File: config.mk
export PLATFORM = sky130hd
export DESIGN_NAME = rfc_top
export DESIGN_NICKNAME = d
export VERILOG_FILES = /design/src/inc/rfc_pkg.sv /design/src/design/rfc_top.sv /design/src/design/rfc_sync_fall.sv /design/src/design/rfc_down_counter.sv
export VERILOG_INCLUDE_DIRS = /design/src /design/src/inc
export SDC_FILE = /design/constraint.sdc
export NUM_CORES = 1
export LEC_CHECK = 0
export BUFFER_PORTS_ARGS = -buffer_cell sky130_fd_sc_hd__buf_2
export CAP_MARGIN = 5
export CORE_AREA = 2 2 101 103
export CTS_CLUSTER_SIZE = 8
export DETAILED_ROUTE_END_ITERATION = 16
export DIE_AREA = 0 0 103 105
export PLACE_DENSITY = 0.82
export SLEW_MARGIN = 20
export SYNTH_ARGS = -nofsm -noshare
export SYNTH_HDL_FRONTEND = slang
export SYNTH_SLANG_ARGS = --single-unit
File: constraint.sdc
create_clock -name aclk -period 2.3 [get_ports aclk]
set_input_delay 0.345 -clock aclk [delete_from_list [all_inputs] [get_ports aclk]]
set_output_delay 0.345 -clock aclk [all_outputs]
set_load 0.02 [all_outputs]
File: src/inc/rfc_map.svh
// Register map, field positions and reset values of the RC frequency counter
// What this block does
// Network select picks one oscillator, default off
// Selected output drives inverted feedback, others float
// Enabled counter decrements its preloaded value
// Stop-mode field encodes gating, resets off
// Width 8/16/24 follows enables; 24 mode2 only
// Underflow mode waits for counters and window
// Window timer counts down, halts at zero
// Underflow window may deviate two window cycles
// Feedback mode: first fall opens gate window
// Feedback mode: second fall sets stop flag
// Window-clock mode: two falls bound the gate
// Window-clock mode: second fall pulses stop flag
// Measurement end raises counter-0 interrupt if enabled
// Remaining counter contents stay readable afterwards
// Software enables network output before counter
// Software enables window or counter-0 last
// Feedback and window clock synchronised, falls detected
// Lower counter borrow decrements next higher counter
`ifndef RFC_MAP_SVH
`define RFC_MAP_SVH
// ****************************************
// Register indices and byte addresses
// ****************************************
`define RFC_IDX_STOP_MODE 8'h01
`define RFC_IDX_NET_SEL 8'h2f
`define RFC_ADDR_STOP_MODE (`RFC_IDX_STOP_MODE << 2)
`define RFC_ADDR_NET_SEL (`RFC_IDX_NET_SEL << 2)
`define RFC_ADDR_TMR_EN 8'hc0
`define RFC_ADDR_CNT0 8'hc4
`define RFC_ADDR_CNT1 8'hc8
`define RFC_ADDR_CNT2 8'hcc
`define RFC_ADDR_WIN 8'hd0
`define RFC_ADDR_STATUS 8'hd4
`define RFC_ADDR_IRQ_EN 8'hd8
// ****************************************
// Fields and reset values
// ****************************************
`define RFC_MODE_HI 7
`define RFC_MODE_LO 6
`define RFC_SEL_HI 5
`define RFC_SEL_LO 4
`define RFC_PRESC_HI 2
`define RFC_PRESC_LO 0
`define RFC_EN_WIN 3
`define RFC_ST_DONE 2
`define RFC_ST_STOP 3
`define RFC_ST_GATE 4
`define RFC_STOP_MODE_RST 8'h00
`define RFC_NET_SEL_RST 8'h00
`define RFC_AXI_OKAY 2'b00
`define RFC_AXI_DECERR 2'b11
`endif

File: src/inc/rfc_pkg.sv
// Types of the RC frequency counter
package rfc_pkg;
    typedef enum logic [1:0] {
        RFC_STOP_OFF,
        RFC_STOP_UNDERFLOW,
        RFC_STOP_FB_CYCLE,
        RFC_STOP_WIN_CYCLE
    } rfc_stop_mode_t;
    typedef enum logic [1:0] {
        RFC_NET_OFF,
        RFC_NET_REF,
        RFC_NET_FIRST,
        RFC_NET_SECOND
    } rfc_net_t;
    typedef enum {
        RFC_IDLE,
        RFC_ARMED,
        RFC_GATE,
        RFC_DONE
    } rfc_state_t;
endpackage

File: src/design/rfc_top.sv
// RC oscillator network driver and gated down-counter with AXI4-Lite access
//
// The AXI4-Lite interface to the registers was decided locally.
`timescale 1ns/1ns
`include "rfc_map.svh"
module rfc_top #(
    parameter int CW = 8,
    parameter int AW = 8
) (
    // Clock and reset
    input wire logic aclk,
    input wire logic aresetn,
    // AXI4-Lite write address
    input wire logic [AW-1:0] s_axi_awaddr,
    input wire logic s_axi_awvalid,
    output logic s_axi_awready,
    // AXI4-Lite write data
    input wire logic [31:0] s_axi_wdata,
    input wire logic [3:0] s_axi_wstrb,
    input wire logic s_axi_wvalid,
    output logic s_axi_wready,
    // AXI4-Lite write response
    output logic [1:0] s_axi_bresp,
    output logic s_axi_bvalid,
    input wire logic s_axi_bready,
    // AXI4-Lite read address
    input wire logic [AW-1:0] s_axi_araddr,
    input wire logic s_axi_arvalid,
    output logic s_axi_arready,
    // AXI4-Lite read data
    output logic [31:0] s_axi_rdata,
    output logic [1:0] s_axi_rresp,
    output logic s_axi_rvalid,
    input wire logic s_axi_rready,
    // Oscillator pins
    input wire logic osc_feedback_input,
    input wire logic window_timer_clock,
    output logic ref_resistor_drive,
    output logic ref_drive_enable,
    output logic first_sensor_drive,
    output logic first_sensor_enable,
    output logic second_sensor_drive,
    output logic second_sensor_enable,
    // Status
    output logic measure_stop_flag,
    output logic irq
);
    initial begin
        if (CW != 8) $error("rfc_top: stage width must be 8");
        if (AW < 8) $error("rfc_top: address width below 8");
    end

    // ****************************************
    // Synchronisers
    // ****************************************
    logic fb_level;
    logic fb_fall;
    logic wc_level;
    logic wc_fall;

    rfc_sync_fall u_fb_sync (
        .aclk(aclk),
        .aresetn(aresetn),
        .async_in(osc_feedback_input),
        .level(fb_level),
        .fall(fb_fall)
    );

    rfc_sync_fall u_wc_sync (
        .aclk(aclk),
        .aresetn(aresetn),
        .async_in(window_timer_clock),
        .level(wc_level),
        .fall(wc_fall)
    );

    // ****************************************
    // Registers and bus slave
    // ****************************************
    logic [7:0] stop_mode_reg;
    logic [7:0] net_sel_reg;
    logic [3:0] tmr_en_reg;
    logic [7:0] win_reg;
    logic [7:0] status_reg;
    logic [7:0] irq_en_reg;
    logic [AW-1:0] awaddr_reg;
    logic [31:0] wdata_reg;
    logic aw_held_reg;
    logic w_held_reg;
    logic wr_go;
    logic [AW-1:0] wr_addr;
    logic [7:0] wr_byte;
    logic [CW-1:0] cnt_val [3];
    logic cnt_load [3];
    logic cnt_dec [3];
    logic cnt_borrow [3];
    logic done_evt;
    rfc_pkg::rfc_stop_mode_t mode;
    rfc_pkg::rfc_state_t state_reg;

    assign mode = rfc_pkg::rfc_stop_mode_t'(
        stop_mode_reg[`RFC_MODE_HI:`RFC_MODE_LO]);
    assign wr_go = aw_held_reg & w_held_reg & ~s_axi_bvalid;
    assign wr_addr = awaddr_reg;
    assign wr_byte = wdata_reg[7:0];

    always_ff @(posedge aclk) begin
        if (!aresetn) begin
            aw_held_reg <= 1'b0;
            awaddr_reg <= '0;
        end else if (s_axi_awvalid && s_axi_awready) begin
            aw_held_reg <= 1'b1;
            awaddr_reg <= s_axi_awaddr;
        end else if (wr_go) begin
            aw_held_reg <= 1'b0;
        end
    end

    always_ff @(posedge aclk) begin
        if (!aresetn) begin
            w_held_reg <= 1'b0;
            wdata_reg <= '0;
        end else if (s_axi_wvalid && s_axi_wready) begin
            w_held_reg <= 1'b1;
            wdata_reg <= s_axi_wstrb[0] ? s_axi_wdata : 32'h00000000;
        end else if (wr_go) begin
            w_held_reg <= 1'b0;
        end
    end

    always_ff @(posedge aclk) begin
        if (!aresetn) begin
            s_axi_awready <= 1'b0;
            s_axi_wready <= 1'b0;
        end else begin
            s_axi_awready <= ~aw_held_reg & ~s_axi_awready & ~s_axi_bvalid;
            s_axi_wready <= ~w_held_reg & ~s_axi_wready & ~s_axi_bvalid;
        end
    end

    always_ff @(posedge aclk) begin
        if (!aresetn) begin
            s_axi_bvalid <= 1'b0;
            s_axi_bresp <= `RFC_AXI_OKAY;
        end else if (wr_go) begin
            s_axi_bvalid <= 1'b1;
            if (wr_addr == AW'(`RFC_ADDR_STOP_MODE) ||
                wr_addr == AW'(`RFC_ADDR_NET_SEL) ||
                (wr_addr >= AW'(`RFC_ADDR_TMR_EN) &&
                 wr_addr <= AW'(`RFC_ADDR_IRQ_EN) &&
                 wr_addr[1:0] == 2'b00)) begin
                s_axi_bresp <= `RFC_AXI_OKAY;
            end else begin
                s_axi_bresp <= `RFC_AXI_DECERR;
            end
        end else if (s_axi_bready) begin
            s_axi_bvalid <= 1'b0;
        end
    end

    always_ff @(posedge aclk) begin
        if (!aresetn) begin
            stop_mode_reg <= `RFC_STOP_MODE_RST;
            net_sel_reg <= `RFC_NET_SEL_RST;
            tmr_en_reg <= 4'h0;
            irq_en_reg <= 8'h00;
        end else if (wr_go) begin
            if (wr_addr == AW'(`RFC_ADDR_STOP_MODE)) begin
                stop_mode_reg <= wr_byte;
            end else if (wr_addr == AW'(`RFC_ADDR_NET_SEL)) begin
                net_sel_reg <= wr_byte & 8'h30;
            end else if (wr_addr == AW'(`RFC_ADDR_TMR_EN)) begin
                tmr_en_reg <= wr_byte[3:0];
            end else if (wr_addr == AW'(`RFC_ADDR_IRQ_EN)) begin
                irq_en_reg <= wr_byte & 8'h04;
            end
        end
    end

    // Sticky done bit, set wins over a write-one clear
    always_ff @(posedge aclk) begin
        if (!aresetn) begin
            status_reg <= 8'h00;
        end else if (done_evt) begin
            status_reg[`RFC_ST_DONE] <= 1'b1;
        end else if (wr_go && wr_addr == AW'(`RFC_ADDR_STATUS) &&
                     wr_byte[`RFC_ST_DONE]) begin
            status_reg[`RFC_ST_DONE] <= 1'b0;
        end
    end

    always_ff @(posedge aclk) begin
        if (!aresetn) begin
            irq <= 1'b0;
        end else begin
            irq <= |(status_reg & irq_en_reg);
        end
    end

    always_ff @(posedge aclk) begin
        if (!aresetn) begin
            s_axi_arready <= 1'b0;
            s_axi_rvalid <= 1'b0;
            s_axi_rdata <= 32'h00000000;
            s_axi_rresp <= `RFC_AXI_OKAY;
        end else if (s_axi_arvalid && s_axi_arready) begin
            s_axi_arready <= 1'b0;
            s_axi_rvalid <= 1'b1;
            s_axi_rresp <= `RFC_AXI_OKAY;
            if (s_axi_araddr == AW'(`RFC_ADDR_STOP_MODE)) begin
                s_axi_rdata <= {24'h000000, stop_mode_reg};
            end else if (s_axi_araddr == AW'(`RFC_ADDR_NET_SEL)) begin
                s_axi_rdata <= {24'h000000, net_sel_reg};
            end else if (s_axi_araddr == AW'(`RFC_ADDR_TMR_EN)) begin
                s_axi_rdata <= {28'h0000000, tmr_en_reg};
            end else if (s_axi_araddr == AW'(`RFC_ADDR_CNT0)) begin
                s_axi_rdata <= {24'h000000, cnt_val[0]};
            end else if (s_axi_araddr == AW'(`RFC_ADDR_CNT1)) begin
                s_axi_rdata <= {24'h000000, cnt_val[1]};
            end else if (s_axi_araddr == AW'(`RFC_ADDR_CNT2)) begin
                s_axi_rdata <= {24'h000000, cnt_val[2]};
            end else if (s_axi_araddr == AW'(`RFC_ADDR_WIN)) begin
                s_axi_rdata <= {24'h000000, win_reg};
            end else if (s_axi_araddr == AW'(`RFC_ADDR_STATUS)) begin
                s_axi_rdata <= {24'h000000, status_reg} |
                    {27'h0000000, state_reg == rfc_pkg::RFC_GATE,
                     measure_stop_flag, 3'h0};
            end else if (s_axi_araddr == AW'(`RFC_ADDR_IRQ_EN)) begin
                s_axi_rdata <= {24'h000000, irq_en_reg};
            end else begin
                s_axi_rdata <= 32'h00000000;
                s_axi_rresp <= `RFC_AXI_DECERR;
            end
        end else if (s_axi_rvalid) begin
            if (s_axi_rready) begin
                s_axi_rvalid <= 1'b0;
            end
        end else begin
            s_axi_arready <= ~s_axi_arready;
        end
    end

    // ****************************************
    // Network drivers
    // ****************************************
    always_ff @(posedge aclk) begin
        if (!aresetn) begin
            ref_drive_enable <= 1'b0;
            first_sensor_enable <= 1'b0;
            second_sensor_enable <= 1'b0;
            ref_resistor_drive <= 1'b0;
            first_sensor_drive <= 1'b0;
            second_sensor_drive <= 1'b0;
        end else begin
            ref_drive_enable <= net_sel_reg[`RFC_SEL_HI:`RFC_SEL_LO] ==
                rfc_pkg::RFC_NET_REF;
            first_sensor_enable <= net_sel_reg[`RFC_SEL_HI:`RFC_SEL_LO] ==
                rfc_pkg::RFC_NET_FIRST;
            second_sensor_enable <= net_sel_reg[`RFC_SEL_HI:`RFC_SEL_LO] ==
                rfc_pkg::RFC_NET_SECOND;
            ref_resistor_drive <= ~fb_level;
            first_sensor_drive <= ~fb_level;
            second_sensor_drive <= ~fb_level;
        end
    end

    // ****************************************
    // Measurement sequencer
    // ****************************************
    logic [7:0] presc_reg;
    logic [7:0] presc_mask;
    logic tick;
    logic close_gate;

    assign presc_mask = (8'h01 << stop_mode_reg[`RFC_PRESC_HI:`RFC_PRESC_LO])
        - 8'h01;
    assign tick = (presc_reg & presc_mask) == presc_mask;

    always_ff @(posedge aclk) begin
        if (!aresetn) begin
            presc_reg <= 8'h00;
        end else begin
            presc_reg <= presc_reg + 8'h01;
        end
    end

    always_comb begin
        close_gate = 1'b0;
        case (mode)
            rfc_pkg::RFC_STOP_UNDERFLOW: close_gate = win_reg == 8'h00;
            rfc_pkg::RFC_STOP_FB_CYCLE: close_gate = fb_fall;
            rfc_pkg::RFC_STOP_WIN_CYCLE: close_gate = wc_fall;
            default: close_gate = 1'b0;
        endcase
    end

    assign done_evt = state_reg == rfc_pkg::RFC_GATE && close_gate &&
        tmr_en_reg[0] && mode != rfc_pkg::RFC_STOP_OFF;

    always_ff @(posedge aclk) begin
        if (!aresetn) begin
            state_reg <= rfc_pkg::RFC_IDLE;
        end else if (!tmr_en_reg[0] || mode == rfc_pkg::RFC_STOP_OFF) begin
            state_reg <= rfc_pkg::RFC_IDLE;
        end else begin
            case (state_reg)
                rfc_pkg::RFC_IDLE: begin
                    state_reg <= rfc_pkg::RFC_ARMED;
                end
                rfc_pkg::RFC_ARMED: begin
                    if (mode == rfc_pkg::RFC_STOP_UNDERFLOW &&
                        tmr_en_reg[`RFC_EN_WIN]) begin
                        state_reg <= rfc_pkg::RFC_GATE;
                    end else if (mode == rfc_pkg::RFC_STOP_FB_CYCLE &&
                                 fb_fall) begin
                        state_reg <= rfc_pkg::RFC_GATE;
                    end else if (mode == rfc_pkg::RFC_STOP_WIN_CYCLE &&
                                 wc_fall) begin
                        state_reg <= rfc_pkg::RFC_GATE;
                    end
                end
                rfc_pkg::RFC_GATE: begin
                    if (close_gate) begin
                        state_reg <= rfc_pkg::RFC_DONE;
                    end
                end
                default: begin
                    state_reg <= rfc_pkg::RFC_DONE;
                end
            endcase
        end
    end

    // Level in modes 1 and 2, single pulse in mode 3
    always_ff @(posedge aclk) begin
        if (!aresetn) begin
            measure_stop_flag <= 1'b0;
        end else if (done_evt) begin
            measure_stop_flag <= 1'b1;
        end else if (mode == rfc_pkg::RFC_STOP_WIN_CYCLE ||
                     state_reg != rfc_pkg::RFC_DONE) begin
            measure_stop_flag <= 1'b0;
        end
    end

    always_ff @(posedge aclk) begin
        if (!aresetn) begin
            win_reg <= 8'h00;
        end else if (wr_go && wr_addr == AW'(`RFC_ADDR_WIN)) begin
            win_reg <= wr_byte;
        end else if (mode == rfc_pkg::RFC_STOP_UNDERFLOW &&
                     state_reg == rfc_pkg::RFC_GATE && wc_fall &&
                     win_reg != 8'h00) begin
            win_reg <= win_reg - 8'h01;
        end
    end

    // ****************************************
    // Chained down-counter
    // ****************************************
    logic gate_open;
    logic base_dec;

    assign gate_open = state_reg == rfc_pkg::RFC_GATE && !close_gate &&
        !measure_stop_flag;

    always_comb begin
        base_dec = 1'b0;
        case (mode)
            rfc_pkg::RFC_STOP_OFF: base_dec = tmr_en_reg[0] & fb_fall;
            rfc_pkg::RFC_STOP_FB_CYCLE: base_dec = gate_open & tick;
            default: base_dec = gate_open & fb_fall;
        endcase
    end

    always_comb begin
        cnt_dec[0] = base_dec;
        cnt_dec[1] = cnt_borrow[0] & tmr_en_reg[1];
        cnt_dec[2] = cnt_borrow[1] & tmr_en_reg[2] &
            (mode == rfc_pkg::RFC_STOP_FB_CYCLE);
    end

    for (genvar i = 0; i < 3; i++) begin : g_stage
        assign cnt_load[i] = wr_go &&
            wr_addr == AW'(`RFC_ADDR_CNT0) + AW'(4 * i);
        rfc_down_counter #(.W(CW)) u_stage (
            .aclk(aclk),
            .aresetn(aresetn),
            .load(cnt_load[i]),
            .load_value(wr_byte),
            .dec(cnt_dec[i]),
            .value(cnt_val[i]),
            .borrow(cnt_borrow[i])
        );
    end
endmodule // rfc_top

File: src/design/rfc_sync_fall.sv
// Two-stage synchroniser with falling-edge detector
`timescale 1ns/1ns
module rfc_sync_fall (
    // Clock and reset
    input wire logic aclk,
    input wire logic aresetn,
    // Asynchronous input
    input wire logic async_in,
    // Synchronised level and fall pulse
    output logic level,
    output logic fall
);
    logic meta_reg;
    logic sync_reg;
    logic prev_reg;

    always_ff @(posedge aclk) begin
        if (!aresetn) begin
            meta_reg <= 1'b0;
            sync_reg <= 1'b0;
            prev_reg <= 1'b0;
        end else begin
            meta_reg <= async_in;
            sync_reg <= meta_reg;
            prev_reg <= sync_reg;
        end
    end

    assign level = sync_reg;
    assign fall = prev_reg & ~sync_reg;
endmodule // rfc_sync_fall

File: src/design/rfc_down_counter.sv
// One loadable down-counting stage of the chained counter
`timescale 1ns/1ns
module rfc_down_counter #(
    parameter int W = 8
) (
    // Clock and reset
    input wire logic aclk,
    input wire logic aresetn,
    // Preload
    input wire logic load,
    input wire logic [W-1:0] load_value,
    // Count
    input wire logic dec,
    output logic [W-1:0] value,
    output logic borrow
);
    initial begin
        if (W < 1) $error("rfc_down_counter: W must be positive");
    end

    logic [W-1:0] value_reg;

    always_ff @(posedge aclk) begin
        if (!aresetn) begin
            value_reg <= '0;
        end else if (load) begin
            value_reg <= load_value;
        end else if (dec) begin
            value_reg <= value_reg - W'(1);
        end
    end

    assign value = value_reg;
    assign borrow = dec & (value_reg == '0);
endmodule // rfc_down_counter

### Word-level counts from Yosys, hierarchy flattened

Cells that the tools add are included.

| storage, ports and cells | value |
|---|---|
| bits in registers | 159 |
| latch bits | 0 |
| memory bits (writable) | 0 |
| memory bits (read-only) | 0 |
| input port bits | 61 |
| output and inout port bits | 49 |
| memories | 0 |

| cells by class | value |
|---|---|
| add/sub/neg operators | 6 |
| multipliers | 0 |
| div/mod/pow operators | 0 |
| order comparisons | 2 |
| equality and inequality tests | 31 |
| shift-type cells | 1 |
| muxes and demuxes | 47 |
| bitwise gates (word level) | 31 |
| reductions and logical operators | 54 |

Operators with widths:

| cell | count |
|---|---|
| 8-bit equality test (second input constant) | 16 |
| 32-bit two-way mux | 4 |
| 8-bit two-way mux | 16 |
| 32-bit case mux with 3 select lines | 1 |
| 8-bit by 1-bit subtractor with 8-bit output (second input constant) | 5 |
| 32-bit by 1-bit equality test with 1-bit output (second input constant) | 1 |
| 32-bit by 2-bit equality test with 1-bit output (second input constant) | 1 |
| 32-bit by 3-bit equality test with 1-bit output (second input constant) | 1 |
| 32-bit logical NOT | 1 |
| 32-bit by 3-bit != test with 1-bit output (second input constant) | 1 |
| 8-bit logical NOT | 3 |
| 1-bit logical AND | 22 |
| 2-bit two-way mux | 10 |
| 2-bit nonzero test | 10 |
| 1-bit AND | 16 |
| 8-bit by 3-bit equality test with 1-bit output (second input constant) | 2 |
| 1-bit two-way mux | 12 |
| 1-bit inverter | 12 |
| 8-bit by 1-bit adder with 8-bit output (second input constant) | 1 |
| 8-bit AND | 1 |
| 2-bit equality test (second input constant) | 4 |
| 8-bit equality test | 1 |
| 8-bit >= comparator (second input constant) | 1 |
| 8-bit less-or-equal comparator (second input constant) | 1 |
| 20 further kinds | 29 |

### Logic depth before layout (Yosys ltp)

| depth | value |
|---|---|
| word-level depth | 15 |
| depth in mapped cells | 10 |
| depth with buffers taken out | 8 |

### Modules after synthesis

Synthesis repeated with hierarchy kept, for this count alone.

| second synthesis, totals | value |
|---|---|
| cells, all modules | 655 |
| area total of the unflattened synthesis | 5,661.7 µm² |

By module, submodules not included:

| module | instances | cells an instance | area an instance (µm²) | sequential area each (µm²) |
|---|---|---|---|---|
| rfc_top | 1 | 464 | 3,888.7 | 1,441.4 |
| rfc_down_counter | 3 | 59 | 531.8 | 160.2 |
| rfc_sync_fall | 2 | 7 | 88.8 | 60.1 |

### Worst setup path before layout

No wires, ideal clock.

| timing path | value |
|---|---|
| path kind | register to register |
| start | register g_stage[0].u_stage.value_reg[0] |
| end | register g_stage[2].u_stage.value_reg[4] |
| data arrival time | 1.906 ns |
| data required time | 2.226 ns |
| setup slack | 0.320 ns |
| cell stages (with the launch flop) | 11 |
| buffers on the path | 2 |
| cell sequence | dfxtp_1 inv_1 ha_1 nor2b_1 and4b_1 buf_4 and3_1 buf_6 nand3_4 or4_1 a31oi_1 |

| between the ends | value |
|---|---|
| word-level cells in the longest chain between the ends | 7 |

Ends and longest elaborated chain:

| item | line | source |
|---|---|---|
| start, declared | rfc_down_counter.sv:21 | `logic [W-1:0] value_reg;` |
| start signal, assigned | rfc_down_counter.sv:27 | `value_reg <= load_value;` |
| start signal, assigned | rfc_down_counter.sv:29 | `value_reg <= value_reg - W'(1);` |
| 8-bit logical NOT | rfc_down_counter.sv:34 | `assign borrow = dec & (value_reg == '0);` |
| 1-bit AND | rfc_down_counter.sv:34 |  |
| 1-bit AND | rfc_top.sv:378 | `cnt_dec[1] = cnt_borrow[0] & tmr_en_reg[1];` |
| 1-bit AND | rfc_down_counter.sv:34 |  |
| 1-bit AND (2 in series) | rfc_top.sv:379 | `cnt_dec[2] = cnt_borrow[1] & tmr_en_reg[2] &` |
| 2-bit nonzero test (no line) | -- |  |
| end signal, assigned | rfc_down_counter.sv:27 |  |
| end signal, assigned | rfc_down_counter.sv:29 |  |
| end, declared | rfc_down_counter.sv:21 |  |

No other way between the ends.
A chain may end at the register's enable or synchronous reset.

### Final worst setup path

| timing path | value |
|---|---|
| start | register g_stage[0].u_stage.value_reg[1] |
| end | register g_stage[2].u_stage.value_reg[4] |

The elaborated chain is that of the path after synthesis.

==> run metrics <==
max cap viols=0; average size of a mapped cell=between 8 and 9 sq um; endpoint type of the worst setup path=register; Synth area leader=dfxtp_1; core area=about 0.0096 sq mm; Setup crit start kind=register; io pins=between 100 and 150; Post-Synthesis Cells=~640; Antenna diodes=0; largest net degree at the start of global routing=57; setup_tns=0 ps; clk sinks=102; FF/Latch Area=slightly above 0.002 sq mm; CTS Hold Buffers Added=0; chip height=105 um; Worst VDD drop=0.384 mV; GRT met3 Usage=under 10%; Die Area=0.0108 sq mm; Leak=roughly 2.3 nW; WP data required=~2600 ps; total routed wirelength=13.3 mm; multi-input logic area=approximately 0.0028 sq mm; final setup fails=0; clk_lat worst skew=~370 ps; max FFs per register=24; R2R Path Start=g_stage[0].u_stage.value[1]; status=completed; measured slew at the worst slew-check pin=between 500 and 600 ps; Starting Density=between 50% and 60%; Ys Warns=0; DR iter-0 viols=350; Hold Path Origin=window_timer_clock; worst setup path category=reg -> reg; EDFF count, synth=0; Final ANT Viol Nets=0; clk root buf=clkbuf_8; pre-CTS setup slack=around 130 ps; Nets=749; hpwl dp=~9.4 mm; Avg Vias per Cell=about 5.7; Clock H-tree levels=3; CTS tree=done; Area contributors post-synth=dfxtp_1, nor2_1, a21oi_1, buf_4, nand2_1; num rows=36; vias in the first global route=4424; period utilisation layout=a little over nine tenths; CP max stage delay=around 410 ps; slowest CP cell=or4_1; Fillers=around 900; Remaining Overflow, GRT=0; ys async rst share=0%; Most used DFF post-synth=dfxtp_1; routed length per instance=between 15 and 20 um; Power per Cell Area=approximately 590 mW/mm^2; GRT Max-Usage Layer=met2; FF-to-FF path depth=8; Post-Layout Inst Area=0.00571 sq mm; hold endpoint=u_wc_sync.meta_reg; hold crit path type=in -> reg; Num CTS Buffers=9; Total GRT Usage=about 25%; post-synth cell types=65; DR DRC count=0; fraction of layout cells with a size suffix above 1=around 15%; Arrival @ worst endpoint=between 2000 and 3000 ps; setup ws final=between 90 and 100 ps; met1 Usage GRT=33.7%; Clk pin slew, worst setup/hold paths=~100 ps; IO buf count=between 50 and 60; vias post-DR=about 4700; unrepaired setup endpoints after global routing=false; WHS Path Cells=2; total power=3.34 mW; fmax=between 0.4 and 0.5 GHz; area delta synth->final=10.3%; crit-path cells=inv_1 > ha_1 > nor2b_1 > and4b_1 > and3_1 > nand3_4 > or4_1 > a31oi_1; chip width=slightly above 100 um; first-pass GRT wire length=roughly 21 mm; Synth top area share=39.4%; Slew Limit Headroom=between 60% and 70%; clock skew=10.5 ps; flop and latch count out of synthesis=just over 100; initial antenna violation count=0; Slew Limit Fails=0; Post-Syn Area=0.00518 sq mm; sequential share of the synthesized area=about 39%; setup slack, reg-to-reg=just under 100 ps; Bufs on Longest Clock Path=2; Final Critical Period=~2200 ps; DR pass1 iterations=4; worst r2r dst=g_stage[2].u_stage.value[4]; Fin. Hold Viols=0; Area after DPL=between 0.005 and 0.006 sq mm; met2 GRT Util=between 40% and 50%; crit-path max FO=6; routability cong.=slightly above 0.9
==> synth_stat cells, drive strengths merged, types with 4 or more instances <==
cell type  number
or3             4
dfxtp         102
or4             4
buf            38
nand4b          4
nand4           6
nand3          38
o21ai          40
nand2          56
ha              6
o22ai           9
clkbuf         25
o31ai           4
nand2b         13
nor2           72
nor3           12
and2           10
inv            20
xor2           22
a31oi           5
nor4            6
nand3b          6
a21oi          52
a211oi         11
and3            5
mux2i          20
xnor2           8
==> cells by family (layout without fill, tap and decap cells) <==
group                    after synthesis  count (layout)  share of synthesized area (%)
AO/OA/AOI/OAI                        143             143                           16.6
XOR/XNOR                              30              30                           5.07
adder cells (fa/ha/maj)                6               6                           1.45
buffers and inverters                 83             110                           8.60
flip-flops                           102             102                           39.4
multiplexers                          22              22                           4.30
other                                  1              24                         0.0724
AND/OR/NAND/NOR                      250             250                           24.4
==> power by group <==
group | switching [mW] | leakage (nW) | internal (mW)
logic | 0.198 | 1.41 | 0.0946
registers | 0.0469 | 0.828 | 1.81
clock network | 0.650 | 0.102 | 0.547
==> placed cells by master (no fill, tap or decap), drive strengths merged, types with 3 or more instances in the layout <==
| cell | n |
|---|---|
| buf | 74 |
| mux2i | 20 |
| a31oi | 5 |
| or4 | 4 |
| and4b | 3 |
| xor2 | 22 |
| and2 | 10 |
| nor4 | 6 |
| or3 | 4 |
| nand3b | 6 |
| clkbuf | 11 |
| nor3 | 12 |
| and3 | 5 |
| o21ai | 40 |
| nand4b | 4 |
| nand4 | 6 |
| inv | 21 |
| nand3 | 38 |
| o22ai | 9 |
| xnor2 | 8 |
| o31ai | 4 |
| ha | 6 |
| dfxtp | 102 |
| o211ai | 3 |
| a211oi | 11 |
| a21oi | 52 |
| nor2 | 72 |
| conb | 24 |
| a221oi | 3 |
| nand2 | 56 |
| nand2b | 13 |
==> worst max-delay path: cells and delay by family, from the launching register on <==
kind | cells | cell delay [ps]
simple gates | 5 | 1360
flops | 1 | 350
fa+ha+maj | 1 | 170
buf+inv | 1 | 80
compound gates | 1 | 180
==> layer usage <==
metal / wire, um / part of all wire, % / vias to the layer above
met5: 0 / 0 / -
met4: 303 / 2.3 / 0
met3: 922 / 6.9 / 30
met2: 6180 / 47 / 182
met1: 5860 / 44 / 2183
li1: - / - / 2273
==> worst max-delay path by stage <==
stage / from / endpoint / slack [ps] / cells after the start
4_1_cts: win_reg[2] / g_stage[0].u_stage.value[2] / 100 / 9
5_1_grt: g_stage[1].u_stage.value[0] / g_stage[2].u_stage.value[4] / 20 / 8
3_3_place_gp: stop_mode_reg[6] / g_stage[2].u_stage.value[4] / 210 / 8
6_report: g_stage[0].u_stage.value[1] / g_stage[2].u_stage.value[4] / 100 / 8
3_5_place_dp: stop_mode_reg[6] / g_stage[2].u_stage.value[4] / 130 / 8
2_1_floorplan: g_stage[0].u_stage.value[0] / g_stage[2].u_stage.value[4] / 320 / 10
==> metrics by stage <==
step	utilization, %	cells	hold WS [ps]
after floorplan	-	660	412
after global routing	59.2	820	183
after detailed placement	56.9	804	423
after global placement	56.9	804	413
after CTS	59.0	820	164
final	59.2	820	171
==> repair_timing <==
action                                  4_1_cts  5_1_grt
setup buffers                                 0        0
hold endpoints to repair                      0        0
endpoints found under the setup margin        0        8
resized for setup                             0        5
==> layout make-up <==
class,instances,area share [%]
clock buffer,11,2.48
clock inverter,5,1.16
inverter,20,1.31
multi-input combinational,475,48.9
sequential,102,35.8
tap,133,2.91
timing repair buffer,74,7.47
Note: power is estimated with default switching activity, not from simulation.
